`config.mk`:
```
export PLATFORM = sky130hd
export DESIGN_NAME = pmc_adc_ctrl
export DESIGN_NICKNAME = d
export VERILOG_FILES = /design/src/pmc_pkg.sv /design/src/pmc_adc_ctrl.sv /design/src/pmc_conv_timer.sv
export VERILOG_INCLUDE_DIRS = /design/src
export SDC_FILE = /design/constraint.sdc
export NUM_CORES = 2
export LEC_CHECK = 0
export ABC_AREA = 1
export BUFFER_PORTS_ARGS = -buffer_cell sky130_fd_sc_hd__buf_2
export CAP_MARGIN = 20
export CORE_UTILIZATION = 60
export CTS_CLUSTER_DIAMETER = 40
export DETAILED_ROUTE_END_ITERATION = 12
export PLACE_DENSITY = 0.77
export SYNTH_ARGS = -nofsm -noshare
export SYNTH_HDL_FRONTEND = slang
export SYNTH_SLANG_ARGS = --single-unit
```
`constraint.sdc`:
```
create_clock -name pclk -period 20.7 [get_ports pclk]
set_input_delay 1.035 -clock pclk [delete_from_list [all_inputs] [get_ports pclk]]
set_output_delay 1.035 -clock pclk [all_outputs]
set_load 0.03 [all_outputs]
```
`src/pmc_consts.svh`:
```
/*
 * Offsets, field positions, reset values and timing figures of the converter control block.
 * Assumes a 250 MHz register clock and register indices that become byte addresses times four.
 */
`ifndef PMC_CONSTS_SVH
`define PMC_CONSTS_SVH

// Register indices, byte address is four times the index
`define PMC_IDX_START     6'h00
`define PMC_IDX_SETUP     6'h01
`define PMC_IDX_STATUS    6'h02
`define PMC_IDX_BUS       6'h05
`define PMC_IDX_TEMP      6'h06
`define PMC_IDX_CURR      6'h07
`define PMC_IDX_POWER     6'h08

// Converter setup fields
`define PMC_MODE_HI       15
`define PMC_MODE_LO       12
`define PMC_BCT_HI        11
`define PMC_BCT_LO        9
`define PMC_SCT_HI        8
`define PMC_SCT_LO        6
`define PMC_TMPT_HI       5
`define PMC_TMPT_LO       3
`define PMC_NSMP_HI       2
`define PMC_NSMP_LO       0
`define PMC_SETUP_RST     16'hfb68

// Start setup fields
`define PMC_DLY_HI        13
`define PMC_DLY_LO        6
`define PMC_DLY_RST       8'h00

// Status fields
`define PMC_ST_READY      1
`define PMC_ST_BUSY       0

// Timing
`define PMC_CLK_MHZ       250
`define PMC_DLY_STEP_US   2000
`define PMC_CT_US_0       50
`define PMC_CT_US_1       84
`define PMC_CT_US_2       150
`define PMC_CT_US_3       280
`define PMC_CT_US_4       540
`define PMC_CT_US_5       1052
`define PMC_CT_US_6       2074
`define PMC_CT_US_7       4120

// Power scaling: bus LSB times current LSB times 64 is one power LSB
`define PMC_PWR_SHIFT     6

`endif

```
`src/pmc_pkg.sv`:
```
/*
 * Types of the converter control block: sequencer states, register selects, state records.
 * Assumes the constants header is compiled alongside.
 */
`default_nettype none

package pmc_pkg;

	typedef enum logic [6:0] {
		S_IDLE  = 7'b000_0001,
		S_DELAY = 7'b000_0010,
		S_TEMP  = 7'b000_0100,
		S_CURR  = 7'b000_1000,
		S_BUS   = 7'b001_0000,
		S_STORE = 7'b010_0000,
		S_PWR   = 7'b100_0000
	} pmc_state_t;

	typedef enum logic [2:0] {
		R_NONE, R_START, R_SETUP, R_STATUS, R_BUS, R_TEMP, R_CURR, R_POWER
	} pmc_reg_t;

	typedef struct packed {
		logic [31:0] cnt;
		logic        run;
		logic        done;
	} pmc_tmr_state_t;

	typedef struct packed {
		pmc_state_t  st;
		logic        armed;
		logic [10:0] rnd;
		logic [27:0] acc_bus;
		logic [27:0] acc_tmp;
		logic [27:0] acc_cur;
		logic [15:0] bus_res;
		logic [11:0] tmp_res;
		logic [15:0] cur_res;
		logic [23:0] pwr_res;
		logic [15:0] setup;
		logic [7:0]  dly;
		logic        ready;
		logic        tld;
		logic [31:0] tval;
		logic [2:0]  chan;
		logic        pready;
		logic        pslverr;
		logic [31:0] prdata;
	} pmc_state_rec_t;

endpackage

`default_nettype wire

```
`src/pmc_adc_ctrl.sv`:
```
/*
 * Measurement control and result registers of a power monitor, with an APB register slave.
 * Assumes converter samples are valid whenever a conversion period ends.
 */
// The APB slave port is this design's own decision.
// What this block does
// RL1: Mode field bits 15-12 resets to Fh; codes 0h and 8h shut down.
// RL2: Codes 1h,4h,5h,6h,7h run one triggered sequence of the listed channels.
// RL3: Codes 9h,Ch,Dh,Fh convert the listed channels continuously.
// RL4: Software never writes reserved mode codes 2h, 3h, Ah or Bh.
// RL5: Bits 11-9, reset 5h, pick bus conversion time from 50 to 4120 us.
// RL6: Bits 8-6, reset 5h, pick shunt conversion time from the same table.
// RL7: A current measurement lasts shunt time plus temperature time.
// RL8: Bits 5-3, reset 5h, pick temperature conversion time from the same table.
// RL9: Bits 2-0, reset 0h, pick 1 to 1024 averaged samples.
// RL10: One averaging count applies to every active channel.
// RL11: With averaging, results update only after the whole run.
// RL12: Bus result is 16-bit two's complement, 3.125 mV per step, resets zero.
// RL13: Temperature sits in bits 15-4, 125 mC per step; bits 3-0 read zero.
// RL14: Current result is 16-bit two's complement, 1.2 mA per step, resets zero.
// RL15: Power result is 24-bit unsigned, 240 uW per step.
// RL16: An 8-bit delay in 2 ms steps precedes the first conversion.
// RL17: A ready flag sets each time a conversion cycle completes.
// RL18: A triggered mode write runs one sequence, then the converter idles.
// RL19: Undocumented code Eh acts as shutdown, like other reserved codes.
`include "pmc_consts.svh"
`timescale 1ns/1ps
`default_nettype none

module pmc_adc_ctrl #(
	parameter int unsigned CYC_PER_US = `PMC_CLK_MHZ
) (
	// Clock and reset
	input  wire logic        pclk,
	input  wire logic        presetn,
	// APB slave
	input  wire logic        psel,
	input  wire logic        penable,
	input  wire logic        pwrite,
	input  wire logic [7:0]  paddr,
	input  wire logic [31:0] pwdata,
	output logic      [31:0] prdata,
	output logic             pready,
	output logic             pslverr,
	// Converter samples
	input  wire logic [15:0] bus_sample,
	input  wire logic [15:0] current_sample,
	input  wire logic [11:0] temp_sample,
	// Converter status
	output logic      [2:0]  chan_sel,
	output logic             conv_ready
);

	pmc_pkg::pmc_state_rec_t s_r;
	pmc_pkg::pmc_state_rec_t s_nxt;
	logic                    tmr_done;

	pmc_conv_timer u_timer (
		.pclk     (pclk),
		.presetn  (presetn),
		.load     (s_r.tld),
		.load_val (s_r.tval),
		.done     (tmr_done)
	);

	// Address to register
	function automatic pmc_pkg::pmc_reg_t reg_sel(input logic [7:0] a);
		if (a[1:0] != 2'b00) begin
			return pmc_pkg::R_NONE;
		end
		case (a[7:2])
			`PMC_IDX_START:  return pmc_pkg::R_START;
			`PMC_IDX_SETUP:  return pmc_pkg::R_SETUP;
			`PMC_IDX_STATUS: return pmc_pkg::R_STATUS;
			`PMC_IDX_BUS:    return pmc_pkg::R_BUS;
			`PMC_IDX_TEMP:   return pmc_pkg::R_TEMP;
			`PMC_IDX_CURR:   return pmc_pkg::R_CURR;
			`PMC_IDX_POWER:  return pmc_pkg::R_POWER;
			default:         return pmc_pkg::R_NONE;
		endcase
	endfunction

	// Mode to {continuous, temp, current, bus}; reserved codes shut down
	function automatic logic [3:0] mode_chans(input logic [3:0] m);
		case (m)
			4'h1:    return 4'b0001; // RL2
			4'h4:    return 4'b0100; // RL2
			4'h5:    return 4'b0101; // RL2
			4'h6:    return 4'b0110; // RL2
			4'h7:    return 4'b0111; // RL2
			4'h9:    return 4'b1001; // RL3
			4'hc:    return 4'b1100; // RL3
			4'hd:    return 4'b1110; // RL3
			4'hf:    return 4'b1111; // RL3
			default: return 4'b0000; // RL1 RL4 RL19
		endcase
	endfunction

	// Conversion time code to cycles
	function automatic logic [31:0] conv_cycles(input logic [2:0] c);
		int unsigned us;
		us = `PMC_CT_US_0;
		case (c)
			3'h0:    us = `PMC_CT_US_0;
			3'h1:    us = `PMC_CT_US_1;
			3'h2:    us = `PMC_CT_US_2;
			3'h3:    us = `PMC_CT_US_3;
			3'h4:    us = `PMC_CT_US_4;
			3'h5:    us = `PMC_CT_US_5;
			3'h6:    us = `PMC_CT_US_6;
			default: us = `PMC_CT_US_7;
		endcase
		return 32'(us * CYC_PER_US);
	endfunction

	// Averaging code to log2 of sample count
	function automatic logic [3:0] avg_shift(input logic [2:0] c);
		case (c)
			3'h0:    return 4'h0;
			3'h1:    return 4'h2;
			3'h2:    return 4'h4;
			3'h3:    return 4'h6;
			3'h4:    return 4'h7;
			3'h5:    return 4'h8;
			3'h6:    return 4'h9;
			default: return 4'ha;
		endcase
	endfunction

	// Next enabled channel after position pos (0 start, 1 temp, 2 current)
	function automatic pmc_pkg::pmc_state_t next_chan(input logic [1:0] pos,
			input logic [2:0] en);
		if (pos == 2'd0 && en[2]) begin
			return pmc_pkg::S_TEMP;
		end
		if (pos <= 2'd1 && en[1]) begin
			return pmc_pkg::S_CURR;
		end
		if (pos <= 2'd2 && en[0]) begin
			return pmc_pkg::S_BUS;
		end
		return pmc_pkg::S_STORE;
	endfunction

	always_comb begin
		pmc_pkg::pmc_reg_t    sel;
		pmc_pkg::pmc_state_t  after;
		logic [3:0]           chans;
		logic [3:0]           sh;
		logic [10:0]          rounds;
		logic                 setup_ph;
		logic                 acc_wr;
		logic                 acc_rd;
		logic [1:0]           pos;
		logic signed [27:0]   avg_b;
		logic signed [27:0]   avg_t;
		logic signed [27:0]   avg_c;
		logic [15:0]          cur_abs;
		logic [31:0]          prod;
		logic [25:0]          pwr;

		s_nxt    = s_r;
		sel      = reg_sel(paddr);
		chans    = mode_chans(s_r.setup[`PMC_MODE_HI:`PMC_MODE_LO]);
		sh       = avg_shift(s_r.setup[`PMC_NSMP_HI:`PMC_NSMP_LO]); // RL9 RL10
		rounds   = 11'((32'h0000_0001 << sh) - 32'h0000_0001);
		setup_ph = psel && !penable;
		acc_wr   = psel && penable && s_r.pready && pwrite;
		acc_rd   = psel && penable && s_r.pready && !pwrite;
		after    = pmc_pkg::S_STORE;
		pos      = 2'd0;
		avg_b    = $signed(s_r.acc_bus) >>> sh;
		avg_t    = $signed(s_r.acc_tmp) >>> sh;
		avg_c    = $signed(s_r.acc_cur) >>> sh;
		cur_abs  = s_r.cur_res[15] ? 16'((~s_r.cur_res) + 16'h0001) : s_r.cur_res;
		prod     = 32'(s_r.bus_res) * 32'(cur_abs);
		pwr      = prod[31:`PMC_PWR_SHIFT];
		s_nxt.tld = 1'b0;

		// Sequencer
		case (s_r.st)
			pmc_pkg::S_IDLE: begin
				s_nxt.chan = 3'b000;
			end
			pmc_pkg::S_DELAY: begin
				if (s_r.dly == 8'h00) begin
					s_nxt.st = next_chan(2'd0, chans[2:0]); // RL16
				end else if (!s_r.armed) begin
					s_nxt.armed = 1'b1;
					s_nxt.tld   = 1'b1;
					s_nxt.tval  = 32'(32'(s_r.dly) * `PMC_DLY_STEP_US * CYC_PER_US); // RL16
				end else if (tmr_done && !s_r.tld) begin
					s_nxt.armed = 1'b0;
					s_nxt.st    = next_chan(2'd0, chans[2:0]);
				end
			end
			pmc_pkg::S_TEMP, pmc_pkg::S_CURR, pmc_pkg::S_BUS: begin
				if (!s_r.armed) begin
					s_nxt.armed = 1'b1;
					s_nxt.tld   = 1'b1;
					if (s_r.st == pmc_pkg::S_TEMP) begin
						s_nxt.chan = 3'b100;
						s_nxt.tval = conv_cycles(s_r.setup[`PMC_TMPT_HI:`PMC_TMPT_LO]); // RL8
					end else if (s_r.st == pmc_pkg::S_CURR) begin
						s_nxt.chan = 3'b010;
						s_nxt.tval = conv_cycles(s_r.setup[`PMC_SCT_HI:`PMC_SCT_LO])
							+ conv_cycles(s_r.setup[`PMC_TMPT_HI:`PMC_TMPT_LO]); // RL6 RL7
					end else begin
						s_nxt.chan = 3'b001;
						s_nxt.tval = conv_cycles(s_r.setup[`PMC_BCT_HI:`PMC_BCT_LO]); // RL5
					end
				end else if (tmr_done && !s_r.tld) begin
					// A stale expiry from an abandoned run must not end a fresh one
					s_nxt.armed = 1'b0;
					if (s_r.st == pmc_pkg::S_TEMP) begin
						pos           = 2'd1;
						s_nxt.acc_tmp = s_r.acc_tmp + {{16{temp_sample[11]}}, temp_sample};
					end else if (s_r.st == pmc_pkg::S_CURR) begin
						pos           = 2'd2;
						s_nxt.acc_cur = s_r.acc_cur
							+ {{12{current_sample[15]}}, current_sample};
					end else begin
						pos           = 2'd3;
						s_nxt.acc_bus = s_r.acc_bus + {{12{bus_sample[15]}}, bus_sample};
					end
					after = next_chan(pos, chans[2:0]);
					if (after != pmc_pkg::S_STORE) begin
						s_nxt.st = after;
					end else if (s_r.rnd != rounds) begin
						s_nxt.rnd = s_r.rnd + 11'h001; // RL11
						s_nxt.st  = next_chan(2'd0, chans[2:0]);
					end else begin
						s_nxt.st = pmc_pkg::S_STORE;
					end
				end
			end
			pmc_pkg::S_STORE: begin
				s_nxt.chan = 3'b000;
				if (chans[0]) begin
					s_nxt.bus_res = avg_b[15:0]; // RL11 RL12
				end
				if (chans[2]) begin
					s_nxt.tmp_res = avg_t[11:0]; // RL11 RL13
				end
				if (chans[1]) begin
					s_nxt.cur_res = avg_c[15:0]; // RL11 RL14
				end
				s_nxt.acc_bus = '0;
				s_nxt.acc_tmp = '0;
				s_nxt.acc_cur = '0;
				s_nxt.rnd     = '0;
				s_nxt.st      = pmc_pkg::S_PWR;
			end
			pmc_pkg::S_PWR: begin
				s_nxt.pwr_res = (pwr[25:24] != 2'b00) ? 24'hff_ffff : pwr[23:0]; // RL15
				s_nxt.ready   = 1'b1; // RL17
				if (chans[3]) begin
					s_nxt.st = next_chan(2'd0, chans[2:0]); // RL3
				end else begin
					s_nxt.st = pmc_pkg::S_IDLE; // RL18
				end
			end
			default: begin
				s_nxt.st = pmc_pkg::S_IDLE;
			end
		endcase

		// Status read clears ready; a completion in the same cycle wins
		if (acc_rd && sel == pmc_pkg::R_STATUS && s_r.st != pmc_pkg::S_PWR) begin
			s_nxt.ready = 1'b0; // RL17
		end

		// Register writes
		if (acc_wr) begin
			case (sel)
				pmc_pkg::R_START: begin
					s_nxt.dly = pwdata[`PMC_DLY_HI:`PMC_DLY_LO]; // RL16
				end
				pmc_pkg::R_SETUP: begin
					s_nxt.setup   = pwdata[15:0];
					s_nxt.armed   = 1'b0;
					s_nxt.rnd     = '0;
					s_nxt.acc_bus = '0;
					s_nxt.acc_tmp = '0;
					s_nxt.acc_cur = '0;
					s_nxt.chan    = 3'b000;
					if (mode_chans(pwdata[`PMC_MODE_HI:`PMC_MODE_LO]) != 4'b0000) begin
						s_nxt.st = pmc_pkg::S_DELAY; // RL18
					end else begin
						s_nxt.st = pmc_pkg::S_IDLE; // RL1
					end
				end
				default: begin
				end
			endcase
		end

		// APB answer, zero wait states
		s_nxt.pready  = setup_ph;
		s_nxt.pslverr = setup_ph && sel == pmc_pkg::R_NONE;
		s_nxt.prdata  = 32'h0000_0000;
		if (setup_ph && !pwrite) begin
			case (sel)
				pmc_pkg::R_START: begin
					s_nxt.prdata[`PMC_DLY_HI:`PMC_DLY_LO] = s_r.dly;
				end
				pmc_pkg::R_SETUP:  s_nxt.prdata[15:0] = s_r.setup;
				pmc_pkg::R_STATUS: begin
					s_nxt.prdata[`PMC_ST_READY] = s_r.ready;
					s_nxt.prdata[`PMC_ST_BUSY]  = s_r.st != pmc_pkg::S_IDLE;
				end
				pmc_pkg::R_BUS:    s_nxt.prdata[15:0] = s_r.bus_res;
				pmc_pkg::R_TEMP:   s_nxt.prdata[15:0] = {s_r.tmp_res, 4'h0}; // RL13
				pmc_pkg::R_CURR:   s_nxt.prdata[15:0] = s_r.cur_res;
				pmc_pkg::R_POWER:  s_nxt.prdata[23:0] = s_r.pwr_res;
				default:           s_nxt.prdata = 32'h0000_0000;
			endcase
		end
	end

	always_ff @(posedge pclk or negedge presetn) begin
		if (!presetn) begin
			s_r       <= '0;
			s_r.st    <= pmc_pkg::S_DELAY;
			s_r.setup <= `PMC_SETUP_RST; // RL1 RL5 RL6 RL8 RL9
			s_r.dly   <= `PMC_DLY_RST;
		end else begin
			s_r <= s_nxt;
		end
	end

	assign prdata     = s_r.prdata;
	assign pready     = s_r.pready;
	assign pslverr    = s_r.pslverr;
	assign chan_sel   = s_r.chan;
	assign conv_ready = s_r.ready;

endmodule // pmc_adc_ctrl

`default_nettype wire

```
`src/pmc_conv_timer.sv`:
```
/*
 * Down counter that times one conversion or start delay.
 * Assumes load is a one-cycle pulse and load_val is at least one.
 */
`timescale 1ns/1ps
`default_nettype none

module pmc_conv_timer (
	// Clock and reset
	input  wire logic        pclk,
	input  wire logic        presetn,
	// Load
	input  wire logic        load,
	input  wire logic [31:0] load_val,
	// Expiry pulse, load_val + 1 cycles after load
	output logic             done
);

	pmc_pkg::pmc_tmr_state_t s_r;
	pmc_pkg::pmc_tmr_state_t s_nxt;

	always_comb begin
		s_nxt      = s_r;
		s_nxt.done = 1'b0;
		if (load) begin
			s_nxt.cnt = load_val;
			s_nxt.run = 1'b1;
		end else if (s_r.run) begin
			if (s_r.cnt <= 32'h0000_0001) begin
				s_nxt.run  = 1'b0;
				s_nxt.done = 1'b1;
			end else begin
				s_nxt.cnt = s_r.cnt - 32'h0000_0001;
			end
		end
	end

	always_ff @(posedge pclk or negedge presetn) begin
		if (!presetn) begin
			s_r <= '0;
		end else begin
			s_r <= s_nxt;
		end
	end

	assign done = s_r.done;

endmodule // pmc_conv_timer

`default_nettype wire

```
# After elaboration in Yosys (flattened, before gate mapping)
# Memories as Yosys holds them, arrays and structs flattened.
# Index checks and enable logic that the tools add are counted.
[totals] n_memories=2 romBits=128 register_bits=300 elab_cells=323 out_inout_bits=38
[mem_list] name="(no name shown)" depth=16 width=4 rd=1 rd_ports_with_merged_regs=0 wr=0 line_no="pmc_adc_ctrl.sv:85" text="case (m)"
[mem_list] name="(no name shown)" depth=16 width=4 rd=1 rd_ports_with_merged_regs=0 wr=0 line_no="pmc_adc_ctrl.sv:85"
[classes] shifts=4 order_cmp=3 mux=185 add_sub_neg=8 eq_ne=52 n_reduce_logical=39 multipliers=7 n_bitwise=1
[op_table] cell="$mux 32" count=16
[op_table] cell="$mux 103" count=3
[op_table] cell="$mux 7" count=43
[op_table] cell="$pmux 13 s7" count=3
[op_table] cell="$pmux 95 s2" count=1
[op_table] cell="$mux 28" count=5
[op_table] cell="$mul 32x7->31 const B" count=4
[op_table] cell="$mux 33" count=3
[op_table] cell="$mux 95" count=1
[op_table] cell="$add 28x28->28" count=3
[op_table] cell="$mux 1" count=77
[op_table] cell="$mux 35" count=2
[op_table] cell="$pmux 33 s2" count=1
[op_table] cell="$sshr 28x4->16" count=2
[op_table] cell="$eq 3x3->1 const B" count=16
[op_table] cell="$mux 24" count=2
[op_table] cell="$pmux 8 s6" count=1
[op_table] cell="$mux 36" count=1
[op_table] cell="$pmux 7 s5" count=1
[op_table] cell="$mux 34" count=1
[op_table] cell="$add 32x32->32" count=1
[op_table] cell="$le 32x1->1 const B" count=1
[op_table] cell="$mul 16x16->32" count=1
[op_table] cell="$sub 32x1->32 const B" count=1
[op_table] cell="52 further kinds" count=109

# Depth between registers and ports, before layout
[logic_depth] ltp_word=55 depth_mapped=44 mapped_depth_nobuf=44

# By module
# Synthesis repeated with hierarchy kept, for this count alone.
[unflattened] cells_unflattened=6340 area_unflattened_um2=43143.9
[modules_own_cells] module="pmc_adc_ctrl" cells_each=5904 area_per_inst_um2=40421.3 seq_area_each_um2=6219.7 instances=1
[modules_own_cells] module="pmc_conv_timer" cells_each=436 area_per_inst_um2=2722.6 seq_area_each_um2=850.8 instances=1

# Worst setup path before layout
# No wires, ideal clock.
[synth_path] path_type="register to register" from="reg s_r[71] in the netlist's numbering" to="reg s_r[61] in the netlist's numbering" stages_incl_launch_ff=28 n_path_buf=0 synth_period_minus_slack_ns=7.179 t_arrival_ns=7.062 setup_ns=0.117 setup_slack_ns=13.521 required_ns=20.583 cell_sequence="dfrtp_1 > fa_1 > fa_1 > inv_1 > fa_1 > fa_1 > inv_1 > ha_1 > nand4_1 > o211ai_1 > xor2_1 > fa_1 > inv_1 > fa_1 > fa_1 > inv_1 > fa_1 > ha_1 > inv_1 > o21bai_1 > nand3_1 > nand2_1 > nor2_1 > nand2_1 > a21boi_0 > or2_2 > nand3_1 > nand2_1"
[synth_between] elab_chain_len=5 elab_cells_between_ends=8 cone_classes="2 x mul; 1 x eq/ne; 3 x mux; 2 x reduce/logical"
[synth_rtl] element="start, declared" line_no="pmc_adc_ctrl.sv:54" text="pmc_pkg::pmc_state_rec_t s_r;"
[synth_rtl] element="start signal, assigned" line_no="pmc_adc_ctrl.sv:328" text="s_r <= s_nxt;"
[synth_rtl] element="$mul 8x7->15 (no source line)"
[synth_rtl] element="$mul 15x7->22" line_no="pmc_adc_ctrl.sv:191" text="s_nxt.tval = 32'(32'(s_r.dly) * `PMC_DLY_STEP_US * CYC_PER_US);"
[synth_rtl] element="$mux 33" line_no="pmc_adc_ctrl.sv:188" text="end else if (!s_r.armed) begin"
[synth_rtl] element="$mux 33" line_no="pmc_adc_ctrl.sv:186" text="if (s_r.dly == 8'h00) begin"
[synth_rtl] element="$pmux 33 s2" line_no="pmc_adc_ctrl.sv:181" text="case (s_r.st)"
# Parallel ways exist; a longest one is shown, timed or not. The select of a mux whose other input is x is not followed.
# A chain may end at the register's enable or synchronous reset.

# Worst setup path after layout
[layout_path] from="reg s_r[119] in the netlist's numbering" to="reg s_r[98] in the netlist's numbering"
[layout_between] elab_chain_len=6
[layout_rtl] element="$not 16->16" line_no="pmc_adc_ctrl.sv:175" text="cur_abs = s_r.cur_res[15] ? 16'((~s_r.cur_res) + 16'h0001) : s_r.cur_res;"
[layout_rtl] element="$add 16x1->16" line_no="pmc_adc_ctrl.sv:175"
[layout_rtl] element="$mux 16 *" line_no="pmc_adc_ctrl.sv:175"
[layout_rtl] element="$mul 16x16->32 *" line_no="pmc_adc_ctrl.sv:176" text="prod = 32'(s_r.bus_res) * 32'(cur_abs);"
[layout_rtl] element="$reduce_bool 2->1" line_no="pmc_adc_ctrl.sv:255" text="s_nxt.pwr_res = (pwr[25:24] != 2'b00) ? 24'hff_ffff : pwr[23:0];"
[layout_rtl] element="$mux 24 *" line_no="pmc_adc_ctrl.sv:255"
# Every way passes the cells marked *; elsewhere a longest branch is shown, timed or not.

==> flow_metrics.env <==
export IMPL_outcome="finished, final reports clean"
export IMPL_fin_setup_tns_ps=0
export IMPL_p_comb_share_pct=70.7
export IMPL_cts_resized=0
export IMPL_place_gp_congestion=0.982
export IMPL_grt_pass1_vias=37900
export IMPL_antenna_found_initial=3
export IMPL_timing_fmax_ghz=0.116
export IMPL_clkTransAtPathRegs_ps=50
export IMPL_fin_crit_sh_pct=41.5
export IMPL_syn_inst=5954
export IMPL_crit_top_cell="inv_1"
export IMPL_dpl_hpwl_mm=100
export IMPL_endpoint_kind="register"
export IMPL_switchingPower_uw=2830
export IMPL_routed_via_density=5.77
export IMPL_drt_wl_total_mm=127
export IMPL_die_x_um=265
export IMPL_ant_nets=0
export IMPL_report_final_slew_viol_count=0
export IMPL_slowest_stage="dfrtp_1"
export IMPL_cap_violations=0
export IMPL_hold_viol=0
export IMPL_first_pass_iters=7
export IMPL_insertion_delay_ps=640
export IMPL_synth_area_sq_um=41500
export IMPL_postCtsSetupBuffers=0
export IMPL_vias=39800
export IMPL_crit_buf_inv=8
export IMPL_syn_avg_cell_area_sq_um=6.97
export IMPL_synth_area_leader_cell="dfrtp_1"
export IMPL_min_path_type="register to register"
export IMPL_yosysWarnings=0
export IMPL_stdcell_area_sq_um=44500
export IMPL_io_buffers=102
export IMPL_sequentialPowerShare_pct=11.3
export IMPL_rows=96
export IMPL_final_cell_mix="1247 x nand2_1, 1072 x inv_1, 592 x nor2_1"
export IMPL_nNetsFinal=6812
export IMPL_criticalPathCategory="register to register"
export IMPL_whs_ps=482
export IMPL_die_y_um=265
export IMPL_async_reset_ff_share_pct=100
export IMPL_ys_ff_latch=278
export IMPL_max_slew_margin_rel_pct=28.7
export IMPL_p_int_uw=2680
export IMPL_cts_buffer_depth=3
export IMPL_layout_drive_gt1_share_pct=5.90
export IMPL_ctsHoldBuffers=0
export IMPL_setup_slack_ps=12100
export IMPL_cp_arrival_ps=9090
export IMPL_grtUsageTotal_pct=36.1
export IMPL_num_antenna_cells=0
export IMPL_ys_top_cells_by_area="dfrtp_1 16%, fa_1 16%, ha_1 13%"
export IMPL_cts_root_buf="clkbuf_16"
export IMPL_cts_buffers=58
export IMPL_cts_max_level=2
export IMPL_cts_tree="yes"
export IMPL_core_area_sq_um=68500
export IMPL_ys_flop_type="dfrtp_1"
export IMPL_pre_cts_ws_ps=12320
export IMPL_syn_to_final_growth_pct=7.25
export IMPL_synth_top_area_share_pct=16.1
export IMPL_irDropWorstVdd_v=0.000899
export IMPL_layout_commonest_cell="nand2_1"
export IMPL_post_route_util_pct=65.0
export IMPL_crit_fanout=18
export IMPL_place_area_sq_um=42400
export IMPL_cp_required_ps=21190
export IMPL_leakagePower_uw=0.0233
export IMPL_setup_viol=0
export IMPL_clkPwrFrac_pct=18.0
export IMPL_wire_per_inst_um=18.4
export IMPL_grt_pass1_wl_mm=202
export IMPL_critPathTopFamily="adder cells"
export IMPL_netSwitchingFraction_pct=51.3
export IMPL_grt_max_degree=169
export IMPL_critical_path_max_stage_delay_ps=860
export IMPL_ys_types=70
export IMPL_rsz0062_at_grt="no"
export IMPL_clkSinkCount=278
export IMPL_fill_cells=6145
export IMPL_critPathLaunchType="register"
export IMPL_tightest_slew_ps=1070
export IMPL_drt_iter0_drc=4060
export IMPL_initial_core_util_pct=60.6
export IMPL_grt_overflow=0
export IMPL_yosysSeqAreaShare_pct=16.8
export IMPL_finClkSkew_ps=42.0
export IMPL_power_density_nw_per_um2=124
export IMPL_die_area_sq_um=70200
export IMPL_drcViolationCount=0
export IMPL_synth_edff_count=0
export IMPL_period_minus_slack_ps=8600
export IMPL_ios=127
-- through the flow --
stage | power (uW) | cells
finish | 5510 | 6887
detailed placement | 4470 | 6777
global route | 6150 | 6887
CTS | 5490 | 6886
floorplan | 3690 | 5971
global placement | 4410 | 6777
-- cells by family after synthesis --
| kind of cell | synth area share, % |
|---|---|
| mux | 0.0241 |
| buf+inv | 12.3 |
| fa+ha+maj | 29.2 |
| simple gates | 23.9 |
| flops | 16.8 |
| compound gates | 15.2 |
| xor+xnor | 2.61 |
| other cells | 0.0181 |
-- cell usage after synthesis, drive strengths merged, types with 56 or more instances --
master,instances
fa,333
o21ai,434
nand3,295
a21oi,404
xnor2,56
nand2,1266
nand4,69
nor2,616
ha,434
dfrtp,267
o22ai,69
nor3,68
clkbuf,93
xor2,67
inv,1096
buf,102
-- cell type report --
cell class | count | area [sq um] | share of cell area, %
timing repair buffer | 120 | 676 | 1.52
multi-input combinational | 4398 | 29500 | 66.3
tap | 882 | 1100 | 2.48
clock inverter | 35 | 502 | 1.13
sequential | 278 | 6970 | 15.7
inverter | 1100 | 4130 | 9.29
clock buffer | 74 | 1600 | 3.60
-- worst register-to-register path: cells and delay by family (launching register included) --
family,cells,cell delay [ps]
fa+ha+maj,8,3760
simple gates,9,1370
buf+inv,8,1010
compound gates,5,970
flops,1,860
xor+xnor,1,500
-- power by group through the flow --
stage	clock, uW	combinational [uW]	sequential [uW]
final	991	3900	623
after global routing	1020	4500	629
after CTS	996	3870	622
after detailed placement	0	3840	629
after global placement	0	3780	629
after floorplan	0	3070	620
-- final timing paths --
path | startpoint | cells past startpoint | slack (ps) | endpoint
worst max-delay path | s_r[119]$_DFFE_PN0P_ | 31 | 12100 | s_r[98]$_DFFE_PN0P_
worst min register to register | s_r[63]$_DFFE_PN0P_ | 1 | 480 | s_r[63]$_DFFE_PN0P_
max in group asynchronous | presetn | 2 | 18660 | u_timer.s_r[9]$_DFFE_PN0P_
min in group asynchronous | presetn | 1 | 490 | prdata[18]$_DFF_PN0_
worst min-delay path | s_r[63]$_DFFE_PN0P_ | 1 | 480 | s_r[63]$_DFFE_PN0P_
worst max register to register | s_r[119]$_DFFE_PN0P_ | 31 | 12100 | s_r[98]$_DFFE_PN0P_
-- routing by layer --
layer  vias up  track usage [%]  share of wire (%)
met5         -                0              0.019
met4         4             11.2                3.2
met3       252             7.16                 10
met2      1807             54.7                 43
met1     18600             51.6                 44
li1      19100                -                  -
-- registers in the layout, summed over array words and instances (netlist names) --
register      flops
prdata           24
u_timer.s_r      33
u_timer.done      1
chan_sel          3
conv_ready        1
s_r             214
pslverr           1
pready            1
Power figures use the tool's default switching activity.
